`config.mk`:
```
export PLATFORM = sky130hd
export DESIGN_NAME = video_capture_output_control
export DESIGN_NICKNAME = d
export VERILOG_FILES = /design/src/verilog/vcap_pkg.sv /design/src/verilog/sync_filter_if.sv /design/src/verilog/sync_window_filter.sv /design/src/verilog/video_capture_output_control.sv
export SDC_FILE = /design/constraint.sdc
export NUM_CORES = 1
export LEC_CHECK = 0
export ABC_AREA = 1
export BUFFER_PORTS_ARGS = -buffer_cell sky130_fd_sc_hd__clkbuf_2
export CAP_MARGIN = 30
export CELL_PAD_IN_SITES_DETAIL_PLACEMENT = 0
export CELL_PAD_IN_SITES_GLOBAL_PLACEMENT = 1
export CORE_MARGIN = 10
export CORE_UTILIZATION = 45
export DETAILED_ROUTE_END_ITERATION = 16
export PLACE_DENSITY = 0.91
export SKIP_CTS_REPAIR_TIMING = 1
export SLEW_MARGIN = 20
export SYNTH_ARGS = -nofsm -noshare
export SYNTH_HDL_FRONTEND = slang
export SYNTH_SLANG_ARGS = --single-unit
```
`constraint.sdc`:
```
create_clock -name clk_sys_i -period 13.7 [get_ports clk_sys_i]
set_clock_uncertainty 0.1 [all_clocks]
set_input_delay 4.11 -clock clk_sys_i [delete_from_list [all_inputs] [get_ports clk_sys_i]]
set_output_delay 4.11 -clock clk_sys_i [all_outputs]
set_load 0.01 [all_outputs]
```
`src/verilog/vcap_pkg.sv`:
```
// Constants shared by the video output control bank and its sync filter.
// Assumes a 100 MHz system clock and byte-wide registers on 32-bit words.
package vcap_pkg;
  // Clock period and the step of the sync filter window, in ns.
  localparam int unsigned CLK_NS = 10;
  localparam int unsigned WIN_STEP_NS = 25;
  // Pixel clock period and the quarter-period delay derived from it.
  localparam int unsigned LINK_NS = 80;
  localparam int unsigned QUARTER_CYC = (LINK_NS / 4 / CLK_NS < 1) ? 1 : LINK_NS / 4 / CLK_NS;
  // Sync activity timeout in us and its cycle count.
  localparam int unsigned ACT_TIMEOUT_US = 100;
  localparam int unsigned ACT_TIMEOUT_DEF = ACT_TIMEOUT_US * 1000 / CLK_NS;
  // Register indices; the byte address is four times the index.
  localparam logic [5:0] IDX_INPWR = 6'h1e;
  localparam logic [5:0] IDX_OSEL1 = 6'h1f;
  localparam logic [5:0] IDX_OSEL2 = 6'h20;
  localparam logic [5:0] IDX_FIXA = 6'h21;
  localparam logic [5:0] IDX_FIXB = 6'h22;
  localparam logic [5:0] IDX_WIN = 6'h23;
  localparam logic [5:0] IDX_SDET = 6'h24;
  // Values after reset.
  localparam logic [7:0] RST_INPWR = 8'h30;
  localparam logic [7:0] RST_OSEL1 = 8'h94;
  localparam logic [7:0] RST_OSEL2 = 8'h04;
  localparam logic [7:0] RST_FIXA = 8'h20;
  localparam logic [7:0] RST_FIXB = 8'h32;
  localparam logic [7:0] RST_WIN = 8'h0a;
  // Field positions in the input and power control register.
  localparam int unsigned PD_AUTO_B = 4;
  localparam int unsigned PD_REG_B = 3;
  localparam int unsigned PD_POL_B = 2;
  localparam int unsigned PD_FAST_B = 1;
  localparam int unsigned SOG_PD_HIZ_B = 0;
  // Field positions in the first output select register.
  localparam int unsigned MODE_HI = 7;
  localparam int unsigned MODE_LO = 5;
  localparam int unsigned PRI_EN_B = 4;
  localparam int unsigned SEC_EN_B = 3;
  localparam int unsigned DRV_HI_B = 2;
  localparam int unsigned DRV_LO_B = 1;
  localparam int unsigned CLK_INV_B = 0;
  // Field positions in the second output select register.
  localparam int unsigned CKSEL_HI = 7;
  localparam int unsigned CKSEL_LO = 6;
  localparam int unsigned ALL_HIZ_B = 5;
  localparam int unsigned SOG_HIZ_B = 4;
  localparam int unsigned FIELD_POL_B = 3;
  localparam int unsigned PLL_FILT_B = 2;
  localparam int unsigned SPROC_SEL_B = 1;
  // Activity bit in the sync detect register.
  localparam int unsigned ACT_B = 7;
  // Bus answers.
  localparam logic [1:0] RESP_OKAY = 2'b00;
  localparam logic [1:0] RESP_SLVERR = 2'b10;
  // Output format modes.
  typedef enum logic [2:0] {MODE_RGB444 = 3'b100, MODE_YCC422 = 3'b101,
                            MODE_DDR444 = 3'b110} out_mode_t;
  // Data clock sources.
  typedef enum logic [1:0] {CK_PIX = 2'b00, CK_PIX90 = 2'b01, CK_PIX2X = 2'b10,
                            CK_HALF = 2'b11} clk_sel_t;
  // Output drive strengths.
  typedef enum logic [1:0] {DRV_LOW = 2'b00, DRV_MED = 2'b01, DRV_HIGH = 2'b10} drive_t;
endpackage : vcap_pkg

```
`src/verilog/sync_filter_if.sv`:
```
// Link between the output control bank and its sync window filter.
// Assumes both ends run on the system clock.
`timescale 1ns/10ps
interface sync_filter_if;
  logic raw;          // Raw selected sync level.
  logic [7:0] window; // Window width in 25 ns steps.
  logic filtered;     // One-cycle pulse for each passed leading edge.
  logic regen;        // One-cycle regenerated sync pulse.
  logic locked;       // Filter has seen an edge inside its window.
  modport ctrl(output raw, output window, input filtered, input regen, input locked);
  modport filt(input raw, input window, output filtered, output regen, output locked);
endinterface : sync_filter_if

```
`src/verilog/sync_window_filter.sv`:
```
// Sync window filter: passes leading edges near the predicted one.
// Assumes the raw sync is already synchronised to the system clock.
`timescale 1ns/10ps
module sync_window_filter
  import vcap_pkg::*;
#(
  parameter int unsigned PER_W = 16
) (
  // Clock and reset.
  input wire logic clk_sys_i,
  input wire logic nrst_i,
  // Link to the control bank.
  sync_filter_if.filt sf
);
  // The window and a line period must fit the counter.
  if (PER_W < 12) begin : g_chk
    $error("sync_window_filter: PER_W too small");
  end

  // All filter state.
  typedef struct packed {
    logic raw_d;             // Last raw level, for edge detection.
    logic [PER_W-1:0] cnt;   // Cycles since the last passed edge.
    logic [PER_W-1:0] per;   // Learned line period.
    logic locked;            // Last edge fell inside the window.
    logic filt;              // Passed edge pulse.
    logic regen;             // Regenerated pulse.
  } fst_t;

  fst_t fst_ff;
  fst_t nxt_fst;
  logic [PER_W:0] wc;        // Window half-width in cycles.
  logic near;                // Edge is inside the window.

  // Compute the next filter state.
  always_comb begin
    nxt_fst = fst_ff;
    nxt_fst.raw_d = sf.raw;
    nxt_fst.filt = 1'b0;
    nxt_fst.regen = 1'b0;
    wc = (PER_W+1)'((32'(sf.window) * WIN_STEP_NS) / CLK_NS);
    near = ({1'b0, fst_ff.cnt} + wc >= {1'b0, fst_ff.per}) &&
           ({1'b0, fst_ff.cnt} <= {1'b0, fst_ff.per} + wc);
    // Count up, saturating; a lost line drops the lock.
    if (!(&fst_ff.cnt)) begin
      nxt_fst.cnt = fst_ff.cnt + 1'b1;
    end else begin
      nxt_fst.locked = 1'b0;
    end
    // Regenerate the sync where the next edge is expected.
    if (fst_ff.per != '0 && fst_ff.cnt == fst_ff.per) begin
      nxt_fst.regen = 1'b1;
    end
    // A leading edge passes when unlocked or inside the window.
    if (sf.raw && !fst_ff.raw_d) begin
      if (!fst_ff.locked || near) begin
        nxt_fst.filt = 1'b1;
        nxt_fst.per = fst_ff.cnt;
        nxt_fst.cnt = '0;
        nxt_fst.locked = near && fst_ff.per != '0;
      end
    end
  end

  // Register the filter state.
  always_ff @(posedge clk_sys_i or negedge nrst_i) begin
    if (!nrst_i) begin
      fst_ff <= '0;
    end else begin
      fst_ff <= nxt_fst;
    end
  end

  assign sf.filtered = fst_ff.filt;
  assign sf.regen = fst_ff.regen;
  assign sf.locked = fst_ff.locked;
endmodule : sync_window_filter

```
`src/verilog/video_capture_output_control.sv`:
```
// Output control register bank of a video capture interface.
// Assumes an AXI4-Lite master on the system clock and pins from outside it.
//
// How it works
// - Polarity bit sets power-down pin active level.
// - Fast switching keeps power, only floats outputs.
// - Bit zero floats green sync during power-down.
// - Mode field picks RGB, YCbCr or DDR.
// - Primary enable bit drives or floats primary.
// - Secondary enable bit drives or floats secondary.
// - Drive field: low, medium, high except vsync.
// - Invert bit inverts the data clock output.
// - Clock select: pixel, shifted, double, half.
// - Global float bit floats all but green sync.
// - Green sync float bit floats that pin.
// - Field polarity bit swaps odd/even encoding.
// - PLL reference takes filtered or raw sync.
// - Sync processor takes regenerated or raw sync.
// - Window width in 25 ns steps gates pulses.
// - Status bit seven shows horizontal sync activity.
// - Control select picks manual or automatic power-down.
`timescale 1ns/10ps
module video_capture_output_control
  import vcap_pkg::*;
#(
  parameter int unsigned ADDR_W = 8,
  parameter int unsigned ACT_TIMEOUT_CYC = ACT_TIMEOUT_DEF,
  parameter int unsigned PER_W = 16
) (
  // Clock and reset.
  input wire logic clk_sys_i,
  input wire logic nrst_i,
  // AXI4-Lite write channels.
  input wire logic s_axi_awvalid_i,
  output logic s_axi_awready_o,
  input wire logic [ADDR_W-1:0] s_axi_awaddr_i,
  input wire logic s_axi_wvalid_i,
  output logic s_axi_wready_o,
  input wire logic [31:0] s_axi_wdata_i,
  input wire logic [3:0] s_axi_wstrb_i,
  output logic s_axi_bvalid_o,
  input wire logic s_axi_bready_i,
  output logic [1:0] s_axi_bresp_o,
  // AXI4-Lite read channels.
  input wire logic s_axi_arvalid_i,
  output logic s_axi_arready_o,
  input wire logic [ADDR_W-1:0] s_axi_araddr_i,
  output logic s_axi_rvalid_o,
  input wire logic s_axi_rready_i,
  output logic [31:0] s_axi_rdata_o,
  output logic [1:0] s_axi_rresp_o,
  // Pins from outside the clock domain.
  input wire logic power_down_pin_i,
  input wire logic horizontal_sync_input_zero_i,
  input wire logic selected_horizontal_sync_input_i,
  input wire logic selected_green_sync_input_i,
  input wire logic pixel_clock_i,
  // Inputs from capture logic on the same clock.
  input wire logic use_green_sync_i,
  input wire logic field_is_odd_i,
  // Output enables and format controls.
  output logic primary_oe_o,
  output logic secondary_oe_o,
  output logic vertical_sync_out_pin_oe_o,
  output logic green_sync_out_pin_o,
  output logic green_sync_out_pin_oe_o,
  output logic data_clock_out_pin_o,
  output logic data_clock_out_pin_oe_o,
  output logic [1:0] drive_strength_o,
  output logic [2:0] output_mode_o,
  output logic field_out_o,
  // Sync routing and power.
  output logic pll_ref_sync_o,
  output logic sync_proc_sync_o,
  output logic core_powered_o
);
  // The address must reach the last register and the timeout must count.
  if (ADDR_W < 8 || ACT_TIMEOUT_CYC < 2) begin : g_chk
    $error("video_capture_output_control: bad parameter");
  end

  localparam int unsigned ACT_W = $clog2(ACT_TIMEOUT_CYC + 1);
  localparam logic [ACT_W-1:0] ACT_LAST = ACT_W'(ACT_TIMEOUT_CYC - 1);

  // All state of the bank.
  typedef struct packed {
    logic [2:0] pd_s, hs0_s, hs_s, sog_s, pck_s; // Three-stage synchronisers.
    logic pd_v, hs0_v, hs_v, sog_v, pck_v;       // Agreed pin levels.
    logic [7:0] inpwr, osel1, osel2, fixa, fixb, win; // Writable registers.
    out_mode_t mode;                  // Format in force.
    logic act;                        // Sync activity seen lately.
    logic [ACT_W-1:0] act_cnt;        // Cycles since the last sync edge.
    logic [QUARTER_CYC-1:0] pck_dly;  // Pixel clock delay line.
    logic pck_half;                   // Half-rate pixel clock.
    logic aw_got, w_got;              // Write address and data held.
    logic [ADDR_W-1:0] awaddr;        // Held write address.
    logic [7:0] wdata;                // Held write data, low lane.
    logic wstrb0;                     // Held low lane strobe.
    logic bvalid, rvalid;             // Answers pending.
    logic [1:0] bresp, rresp;         // Answer codes.
    logic [7:0] rdata;                // Read data.
    logic pri_oe, sec_oe, vs_oe, sog_oe, dck_oe, dck, field; // Output pins.
    logic pll_ref, sproc, powered;    // Sync routing and power.
    drive_t drive;                    // Drive strength.
  } st_t;

  st_t st_ff;
  st_t nxt_st;
  sync_filter_if sf ();

  // Sync window filter on the raw selected sync.
  sync_window_filter #(.PER_W(PER_W)) u_filt (
    .clk_sys_i(clk_sys_i),
    .nrst_i(nrst_i),
    .sf(sf)
  );

  assign sf.raw = use_green_sync_i ? st_ff.sog_v : st_ff.hs_v;
  assign sf.window = st_ff.win;

  // A level counts once the second and third stages agree.
  function automatic logic agree(input logic [2:0] s, input logic v);
    return (s[1] == s[2]) ? s[2] : v;
  endfunction : agree

  logic aw_now, w_now, pd_req, pin_req, pix90, ck;
  logic [5:0] widx, ridx;
  logic [7:0] rd;

  // Next state: pins, bus, registers and outputs.
  always_comb begin
    nxt_st = st_ff;
    // Shift the pins through the synchronisers.
    nxt_st.pd_s = {st_ff.pd_s[1:0], power_down_pin_i};
    nxt_st.hs0_s = {st_ff.hs0_s[1:0], horizontal_sync_input_zero_i};
    nxt_st.hs_s = {st_ff.hs_s[1:0], selected_horizontal_sync_input_i};
    nxt_st.sog_s = {st_ff.sog_s[1:0], selected_green_sync_input_i};
    nxt_st.pck_s = {st_ff.pck_s[1:0], pixel_clock_i};
    nxt_st.pd_v = agree(st_ff.pd_s, st_ff.pd_v);
    nxt_st.hs0_v = agree(st_ff.hs0_s, st_ff.hs0_v);
    nxt_st.hs_v = agree(st_ff.hs_s, st_ff.hs_v);
    nxt_st.sog_v = agree(st_ff.sog_s, st_ff.sog_v);
    nxt_st.pck_v = agree(st_ff.pck_s, st_ff.pck_v);

    // An edge on sync input zero restarts the activity timer.
    if (nxt_st.hs0_v != st_ff.hs0_v) begin
      nxt_st.act = 1'b1;
      nxt_st.act_cnt = '0;
    end else if (st_ff.act_cnt == ACT_LAST) begin
      nxt_st.act = 1'b0;
    end else begin
      nxt_st.act_cnt = st_ff.act_cnt + 1'b1;
    end

    // Hold write address and data until both have come.
    aw_now = st_ff.aw_got || (s_axi_awvalid_i && s_axi_awready_o);
    w_now = st_ff.w_got || (s_axi_wvalid_i && s_axi_wready_o);
    if (s_axi_awvalid_i && s_axi_awready_o) begin
      nxt_st.aw_got = 1'b1;
      nxt_st.awaddr = s_axi_awaddr_i;
    end
    if (s_axi_wvalid_i && s_axi_wready_o) begin
      nxt_st.w_got = 1'b1;
      nxt_st.wdata = s_axi_wdata_i[7:0];
      nxt_st.wstrb0 = s_axi_wstrb_i[0];
    end
    if (s_axi_bvalid_o && s_axi_bready_i) begin
      nxt_st.bvalid = 1'b0;
    end
    widx = nxt_st.awaddr[7:2];
    // Perform the write once both halves are present.
    if (aw_now && w_now && !st_ff.bvalid) begin
      nxt_st.aw_got = 1'b0;
      nxt_st.w_got = 1'b0;
      nxt_st.bvalid = 1'b1;
      nxt_st.bresp = RESP_OKAY;
      if ((nxt_st.awaddr >> 8) != '0) begin
        nxt_st.bresp = RESP_SLVERR;
      end else if (nxt_st.wstrb0) begin
        unique case (widx)
          IDX_INPWR: nxt_st.inpwr = nxt_st.wdata;
          IDX_OSEL1: begin
            nxt_st.osel1 = nxt_st.wdata;
            // Only a defined code changes the format.
            if (nxt_st.wdata[MODE_HI:MODE_LO] inside {MODE_RGB444, MODE_YCC422,
                MODE_DDR444}) begin
              nxt_st.mode = out_mode_t'(nxt_st.wdata[MODE_HI:MODE_LO]);
            end
          end
          IDX_OSEL2: nxt_st.osel2 = nxt_st.wdata;
          IDX_FIXA: nxt_st.fixa = nxt_st.wdata;
          IDX_FIXB: nxt_st.fixb = nxt_st.wdata;
          IDX_WIN: nxt_st.win = nxt_st.wdata;
          IDX_SDET: nxt_st.bresp = RESP_OKAY;
          default: nxt_st.bresp = RESP_SLVERR;
        endcase
      end else if (!(widx inside {IDX_INPWR, IDX_OSEL1, IDX_OSEL2, IDX_FIXA,
                   IDX_FIXB, IDX_WIN, IDX_SDET})) begin
        nxt_st.bresp = RESP_SLVERR;
      end
    end

    // Reads answer one cycle after the address is taken.
    ridx = s_axi_araddr_i[7:2];
    rd = 8'h00;
    unique case (ridx)
      IDX_INPWR: rd = st_ff.inpwr;
      IDX_OSEL1: rd = st_ff.osel1;
      IDX_OSEL2: rd = st_ff.osel2;
      IDX_FIXA: rd = st_ff.fixa;
      IDX_FIXB: rd = st_ff.fixb;
      IDX_WIN: rd = st_ff.win;
      IDX_SDET: rd = 8'(st_ff.act) << ACT_B;
      default: rd = 8'h00;
    endcase
    if (s_axi_rvalid_o && s_axi_rready_i) begin
      nxt_st.rvalid = 1'b0;
    end
    if (s_axi_arvalid_i && s_axi_arready_o) begin
      nxt_st.rvalid = 1'b1;
      nxt_st.rdata = rd;
      nxt_st.rresp = ((s_axi_araddr_i >> 8) == '0 && (ridx inside {IDX_INPWR,
        IDX_OSEL1, IDX_OSEL2, IDX_FIXA, IDX_FIXB, IDX_WIN, IDX_SDET})) ?
        RESP_OKAY : RESP_SLVERR;
    end

    // Power-down request from the pin, the register or the device.
    pin_req = (st_ff.pd_v == st_ff.inpwr[PD_POL_B]);
    if (st_ff.inpwr[PD_AUTO_B]) begin
      pd_req = !st_ff.act;
    end else begin
      pd_req = st_ff.inpwr[PD_REG_B] || pin_req;
    end
    nxt_st.powered = !pd_req || st_ff.inpwr[PD_FAST_B];

    // Output enables.
    nxt_st.pri_oe = st_ff.osel1[PRI_EN_B] && !st_ff.osel2[ALL_HIZ_B] && !pd_req;
    nxt_st.sec_oe = st_ff.osel1[SEC_EN_B] && !st_ff.osel2[ALL_HIZ_B] && !pd_req;
    nxt_st.vs_oe = !st_ff.osel2[ALL_HIZ_B] && !pd_req;
    nxt_st.dck_oe = !st_ff.osel2[ALL_HIZ_B] && !pd_req;
    nxt_st.sog_oe = !st_ff.osel2[SOG_HIZ_B] &&
                    !(pd_req && st_ff.inpwr[SOG_PD_HIZ_B]);

    // Drive strength: the upper bit wins.
    if (st_ff.osel1[DRV_HI_B]) begin
      nxt_st.drive = DRV_HIGH;
    end else if (st_ff.osel1[DRV_LO_B]) begin
      nxt_st.drive = DRV_MED;
    end else begin
      nxt_st.drive = DRV_LOW;
    end

    // Data clock: delayed, doubled and halved copies of the pixel clock.
    nxt_st.pck_dly = QUARTER_CYC'({st_ff.pck_dly, st_ff.pck_v});
    pix90 = st_ff.pck_dly[QUARTER_CYC-1];
    if (nxt_st.pck_v && !st_ff.pck_v) begin
      nxt_st.pck_half = !st_ff.pck_half;
    end
    unique case (clk_sel_t'(st_ff.osel2[CKSEL_HI:CKSEL_LO]))
      CK_PIX: ck = st_ff.pck_v;
      CK_PIX90: ck = pix90;
      CK_PIX2X: ck = st_ff.pck_v ^ pix90;
      CK_HALF: ck = st_ff.pck_half;
    endcase
    nxt_st.dck = ck ^ st_ff.osel1[CLK_INV_B];

    // Field encoding and sync routing.
    nxt_st.field = field_is_odd_i ^ st_ff.osel2[FIELD_POL_B];
    nxt_st.pll_ref = st_ff.osel2[PLL_FILT_B] ? sf.filtered : sf.raw;
    nxt_st.sproc = st_ff.osel2[SPROC_SEL_B] ? sf.regen : sf.raw;
  end

  // Register all state.
  always_ff @(posedge clk_sys_i or negedge nrst_i) begin
    if (!nrst_i) begin
      st_ff <= '0;
      st_ff.inpwr <= RST_INPWR;
      st_ff.osel1 <= RST_OSEL1;
      st_ff.osel2 <= RST_OSEL2;
      st_ff.fixa <= RST_FIXA;
      st_ff.fixb <= RST_FIXB;
      st_ff.win <= RST_WIN;
      st_ff.mode <= MODE_RGB444;
      st_ff.pd_v <= 1'b1;
      // The power-down synchroniser starts at the pin's idle level, so no false request.
      st_ff.pd_s <= 3'b111;
      st_ff.powered <= 1'b1;
    end else begin
      st_ff <= nxt_st;
    end
  end

  // Bus handshakes are combinational; payloads come from flip-flops.
  assign s_axi_awready_o = !st_ff.aw_got && !st_ff.bvalid;
  assign s_axi_wready_o = !st_ff.w_got && !st_ff.bvalid;
  assign s_axi_bvalid_o = st_ff.bvalid;
  assign s_axi_bresp_o = st_ff.bresp;
  assign s_axi_arready_o = !st_ff.rvalid;
  assign s_axi_rvalid_o = st_ff.rvalid;
  assign s_axi_rdata_o = {24'h000000, st_ff.rdata};
  assign s_axi_rresp_o = st_ff.rresp;
  assign primary_oe_o = st_ff.pri_oe;
  assign secondary_oe_o = st_ff.sec_oe;
  assign vertical_sync_out_pin_oe_o = st_ff.vs_oe;
  assign green_sync_out_pin_o = st_ff.sog_v;
  assign green_sync_out_pin_oe_o = st_ff.sog_oe;
  assign data_clock_out_pin_o = st_ff.dck;
  assign data_clock_out_pin_oe_o = st_ff.dck_oe;
  assign drive_strength_o = st_ff.drive;
  assign output_mode_o = st_ff.mode;
  assign field_out_o = st_ff.field;
  assign pll_ref_sync_o = st_ff.pll_ref;
  assign sync_proc_sync_o = st_ff.sproc;
  assign core_powered_o = st_ff.powered;
endmodule : video_capture_output_control

```
After elaboration in Yosys (flattened, before gate mapping). Cells that the tools add are included.

Word-level logic and storage cells: 179. RAM bits: 0. Memory bits (read-only): 0. Flip-flop bits (word level): 169. Output and inout bits: 57. Bits of input ports: 66. Latch bits: 0. Memories: 0.

Reduce and logical (&&, ||, !) cells: 59. Equality and inequality tests: 30. Bitwise gates (word level): 3. Divide/modulo/power cells: 1. $lt $le $gt $ge: 2. Shifts and indexed selects: 0. Multiplexer cells: 31. Multiply operators: 1. Add/sub/neg operators: 4.

Operator list (number): $mux 34 (2); $eq 6x6->1 const B (10); $pmux 8 s7 (1); $add 16x17->17 (2); $div 13x4->32 const B (1); $eq 6x5->1 const B (4); $logic_and 1x1->1 (21); $reduce_and 3->1 (6); $ge 17x16->1 (1); $le 16x17->1 (1); $add 16x1->16 const B (1); $eq 16x16->1 (1); $mux 1 (16); $mux 16 (1); $reduce_and 16->1 (1); $reduce_bool 16->1 (1); $mux 15 (1); $add 14x1->14 const B (1); $eq 14x14->1 const B (1); $mux 14 (1); $reduce_bool 7->1 (2); $logic_not 1->1 (13); $mul 8x5->13 const B (1); $mux 2 (6); other kinds (17) (35).

Depth between registers and ports, before layout.
Word-level depth: 8. Gate-level depth with buffers: 96. Gate-level depth less buffers: 96.

Hierarchy. Synthesis repeated with hierarchy kept, for this count alone.

Cells, all modules: 1742. Area, all modules: 12957.4 µm².

By module, submodules not included: sync_window_filter (instances 1, seq. area each 900.9 µm², cells each 1060, area an instance 6905.4 µm²); video_capture_output_control (instances 1, seq. area each 3250.6 µm², cells each 682, area an instance 6052.1 µm²).

Worst setup path after synthesis. OpenSTA, ideal clock, no wires.

Path kind: register -> register. From: register st_ff, in the netlist sf.window[1]. To: register u_filt.fst_ff[21] (netlist name). Data arrival time: 10.954 ns. Library setup time: 0.131 ns. Period minus slack after synthesis: 11.184 ns. Data required time: 13.469 ns. Slack: 2.516 ns. Stages on the path, launching flop included: 82. Buffers on the path: 4. Cell sequence: dfstp_2 > inv_1 > ha_1 > ha_1 > ha_1 > fa_1 > nand3_1 > nand3_1 > nand2_1 > nand2_1 > nand2_1 > nand2_4 > ha_1 > inv_1 > nand2_2 > nand2_4 > nand3_4 > nand2_2 > (+46 left out) > nor2_1 > nor2_1 > inv_1 > a21oi_1 > o21ai_0 > nand2_1 > nor3_1 > xor2_1 > ha_1 > nand2_1 > or4_1 > nor4_1 > o31ai_1 > nand2_1 > nand2_1 > clkinv_1 > clkbuf_1 > nor2_1.

RTL lines: start: declaration (line video_capture_output_control.sv:107) `st_t st_ff;`; start signal: assignment (line video_capture_output_control.sv:289) `st_ff <= nxt_st;`; end signal: assignment (line sync_window_filter.sv:70) `fst_ff <= nxt_fst;`; end: declaration (line sync_window_filter.sv:30) `fst_t fst_ff;`.

Worst setup path after layout.
From: register st_ff, in the netlist sf.window[1]. To: register u_filt.fst_ff[7] (netlist name).

Word-level cells in the longest chain between the ends: 7. Elaborated cells between the ends (all ways): 9. Classes of those cells: add/sub: 2; mul: 1; div: 1; order compare: 2; reduce/logical: 3.

RTL lines: $mul 8x5->13 * (line sync_window_filter.sv:41) `wc = (PER_W+1)'((32'(sf.window) * WIN_STEP_NS) / CLK_NS);`; $div 13x4->32 * (line sync_window_filter.sv:41); $add 16x17->17 (on tied branches) (line sync_window_filter.sv:42, sync_window_filter.sv:43); $ge 17x16->1 or $le 16x17->1 (tied branches) (line sync_window_filter.sv:42, sync_window_filter.sv:43); $logic_and 1x1->1 * (line sync_window_filter.sv:42) `near = ({1'b0, fst_ff.cnt} + wc >= {1'b0, fst_ff.per}) &&`; $logic_or 1x1->1 * (line sync_window_filter.sv:56) `if (!fst_ff.locked || near) begin`; $reduce_and 2->1 (no line) *.

Mark *: on every way between the ends. The rest lies on a longest branch, timed or not. A chain may end at the register's enable or synchronous reset.

==> out/metrics.cfg <==
[grt]
grt_pass1_vias = 9983
grt_max_degree = 83
antenna_found_initial = 0
grt_use_total_pct = 16.9
overflow = 0
grt_pass1_wl_um = 48100

[critical_path]
max_stage_delay_ps = 620
end_kind = flip-flop
crit_slowest_cell = or4_1
cp.depth = 80
path_max_fanout = 19
startpoint = sf.window[1]
timing.rr.start = sf.window[1]
cp-start-kind = flip-flop
rrSetupSlack_ps = 1170
worst-setup-path-type = flip-flop to flip-flop
worst_ep_required_time_ps = 13940
rr_worst_depth = 80
path_buf_inv = 8
reg2reg_to = u_filt.fst_ff[7]
arrival_ps = 12770
endpoint = u_filt.fst_ff[7]
cp_common_cell = nand2_1
crit_family = simple AND/OR/NAND/NOR gates

[finish]
insertedDiodeCount = 0
multiInputGateArea_mm2 = 0.00692
area_growth_pct = 10.4
final_util_pct = 50.2
fill_cells = 2570
drive_gt1_share_pct = 14.2
layout.nets = 1822
seq_area_mm2 = 0.00415

[floorplan]
die_area_mm2 = 0.0340
start_util_pct = 45.4
die_h_um = 184
num_rows = 60
io_pins = 123
fp.dieW_um = 184
core_mm2 = 0.0267

[synth]
synthFlopType = dfrtp_1
synth_area_leaders = dfrtp_1 (30%), nand2_1 (12%), ha_1 (9.0%)
synth_edf_count = 0
synth_cell_types = 63
yosys.area.top_type = dfrtp_1
yosysTopAreaCellShare_pct = 30.3
synth_area_mm2 = 0.0121
synth.avg_cell_area_um2 = 7.59
async_reset_ff_share_pct = 100
synth_cells = 1601
ys_seq_area_share_pct = 34.2
yosysWarnings = 0
ys_ff_latch = 165

[sta]
fin_crit_sh_pct = 91.5
slew_headroom_pct = 36.4
hold_viol_final = 0
worstMarginPinSlew_ps = 947
min_period_ps = 12530
slew_violations = 0
fmax_ghz = 0.0798
setup_viol = 0
fin_tns_setup_ps = 0

[drt]
dr.pass1.iters = 6
drc = 0
ant_nets = 0
wl_per_cell_um = 14.2
drt_iter0_drc = 669
num_vias = 10300
drt-vias-per-instance = 5.12
routed_wl_um = 28600

[clock_tree]
h-tree-depth = 4
clk_path_buf_depth = 2
cts.sinks = 165
cts_buffers = 17
clkLatencyLatePin_ps = 420
clk_pin_slew_ps = 60
cts_root_buf = clkbuf_16
cts_tree = built

[run_status]
outcome = finished clean

[placement]
io_buffers = 65
gp_congestion = 0.860
hpwl_um = 22100

[flow_run]
maxCapViolations = 0

[worst_hold_path]
hold_path_class = flip-flop to flip-flop

==> metrics by stage <==
stage                     hold slack [ps]  instance area [um2]  cells  worst slack, ps
after global routing                  257                13400   2018            -17.8
final                                 248                13400   2018             1170
after global placement                233                12600   1972              370
after floorplan                       231                12200   1626             2520
after CTS                             250                13200   2005              140
after detailed placement              235                12600   1973              197
==> state kept, by name (all words and copies together) (netlist names), 2 cells and up <==
signal and cells:
nxt_st 12, st_ff 81, drive_strength_o 2, sf.window 8
s_axi_rdata_o 8, u_filt.fst_ff 33, output_mode_o 3
==> placed cells by master (no fill, tap or decap), types with 19 or more instances in the layout <==
cell type and n:
a21oi_1 52, clkbuf_2 64, conb_1 26, dfrtp_1 147, ha_1 86, inv_1 215
nand2_1 393, nand2_2 25, nand3_1 86, nand4_1 40, nor2_1 111, nor3_1 19
o21ai_0 113, xor2_1 49
==> worst min-delay path by stage <==
stage | startpoint | to | slack (ps) | cells after the start
finish | nxt_st[126] | nxt_st[127] | 250 | 0
floorplan | nxt_st[120] | nxt_st[121] | 230 | 0
global route | nxt_st[120] | nxt_st[121] | 260 | 0
global placement | nxt_st[47] | pix90 | 230 | 0
detailed placement | nxt_st[126] | nxt_st[127] | 230 | 0
CTS | nxt_st[126] | nxt_st[127] | 250 | 0
==> Yosys cell counts (3+ instances only) <==
cell type and count:
nand2_1 395, inv_1 215, dfrtp_1 147, o21ai_0 116
nor2_1 114, ha_1 87, nand3_1 87, a21oi_1 52
xor2_1 49, buf_4 44, nand4_1 40, nand2_2 24
nor3_1 20, dfstp_2 18, nand3_2 18, clkbuf_1 16
xnor2_1 13, a221oi_1 10, inv_2 10, nand2_4 10
nor4_1 8, o211ai_1 8, o21bai_1 8, and2_0 6
nor2_4 6, a211oi_1 5, fa_1 5, maj3_1 5
nand3_4 5, o2111ai_1 4, or2_2 4, a21oi_2 3
and2_1 3, buf_2 3, buf_6 3, nor2_2 3
o31ai_1 3
==> metal layers <==
layer / global-route usage [%] / part of all wire, % / vias to the layer above
met2: 28.9 / 48 / 199
li1: - / - / 5301
met1: 22.2 / 47 / 4813
met5: 0 / 0 / -
met4: 3.31 / 1.2 / 0
met3: 2.54 / 3.2 / 26
==> worst register-to-register path: cells and delay by family, from the launching register on <==
| family | cells | cell delay (ps) |
|---|---|---|
| buf+inv | 8 | 810 |
| simple gates | 55 | 7120 |
| fa+ha+maj | 8 | 2660 |
| compound gates | 8 | 1060 |
| flops | 1 | 600 |
| xor+xnor | 1 | 90 |
==> cells by family after synthesis <==
family	synth area share, %
simple gates	29.4
other cells	0.0309
compound gates	10.9
mux	0.0824
buf+inv	10.6
xor+xnor	4.61
flops	34.2
fa+ha+maj	10.2
==> area by class of cell <==
| type | count | area share [%] |
|---|---|---|
| sequential | 165 | 31.0 |
| clock inverter | 13 | 0.914 |
| tap | 341 | 3.18 |
| timing repair buffer | 83 | 3.67 |
| multi-input combinational | 1170 | 51.6 |
| inverter | 227 | 6.36 |
| clock buffer | 19 | 3.30 |
Power is not shown: default switching activity piles up to over one toggle a cycle in this logic, so the estimate is an artifact.
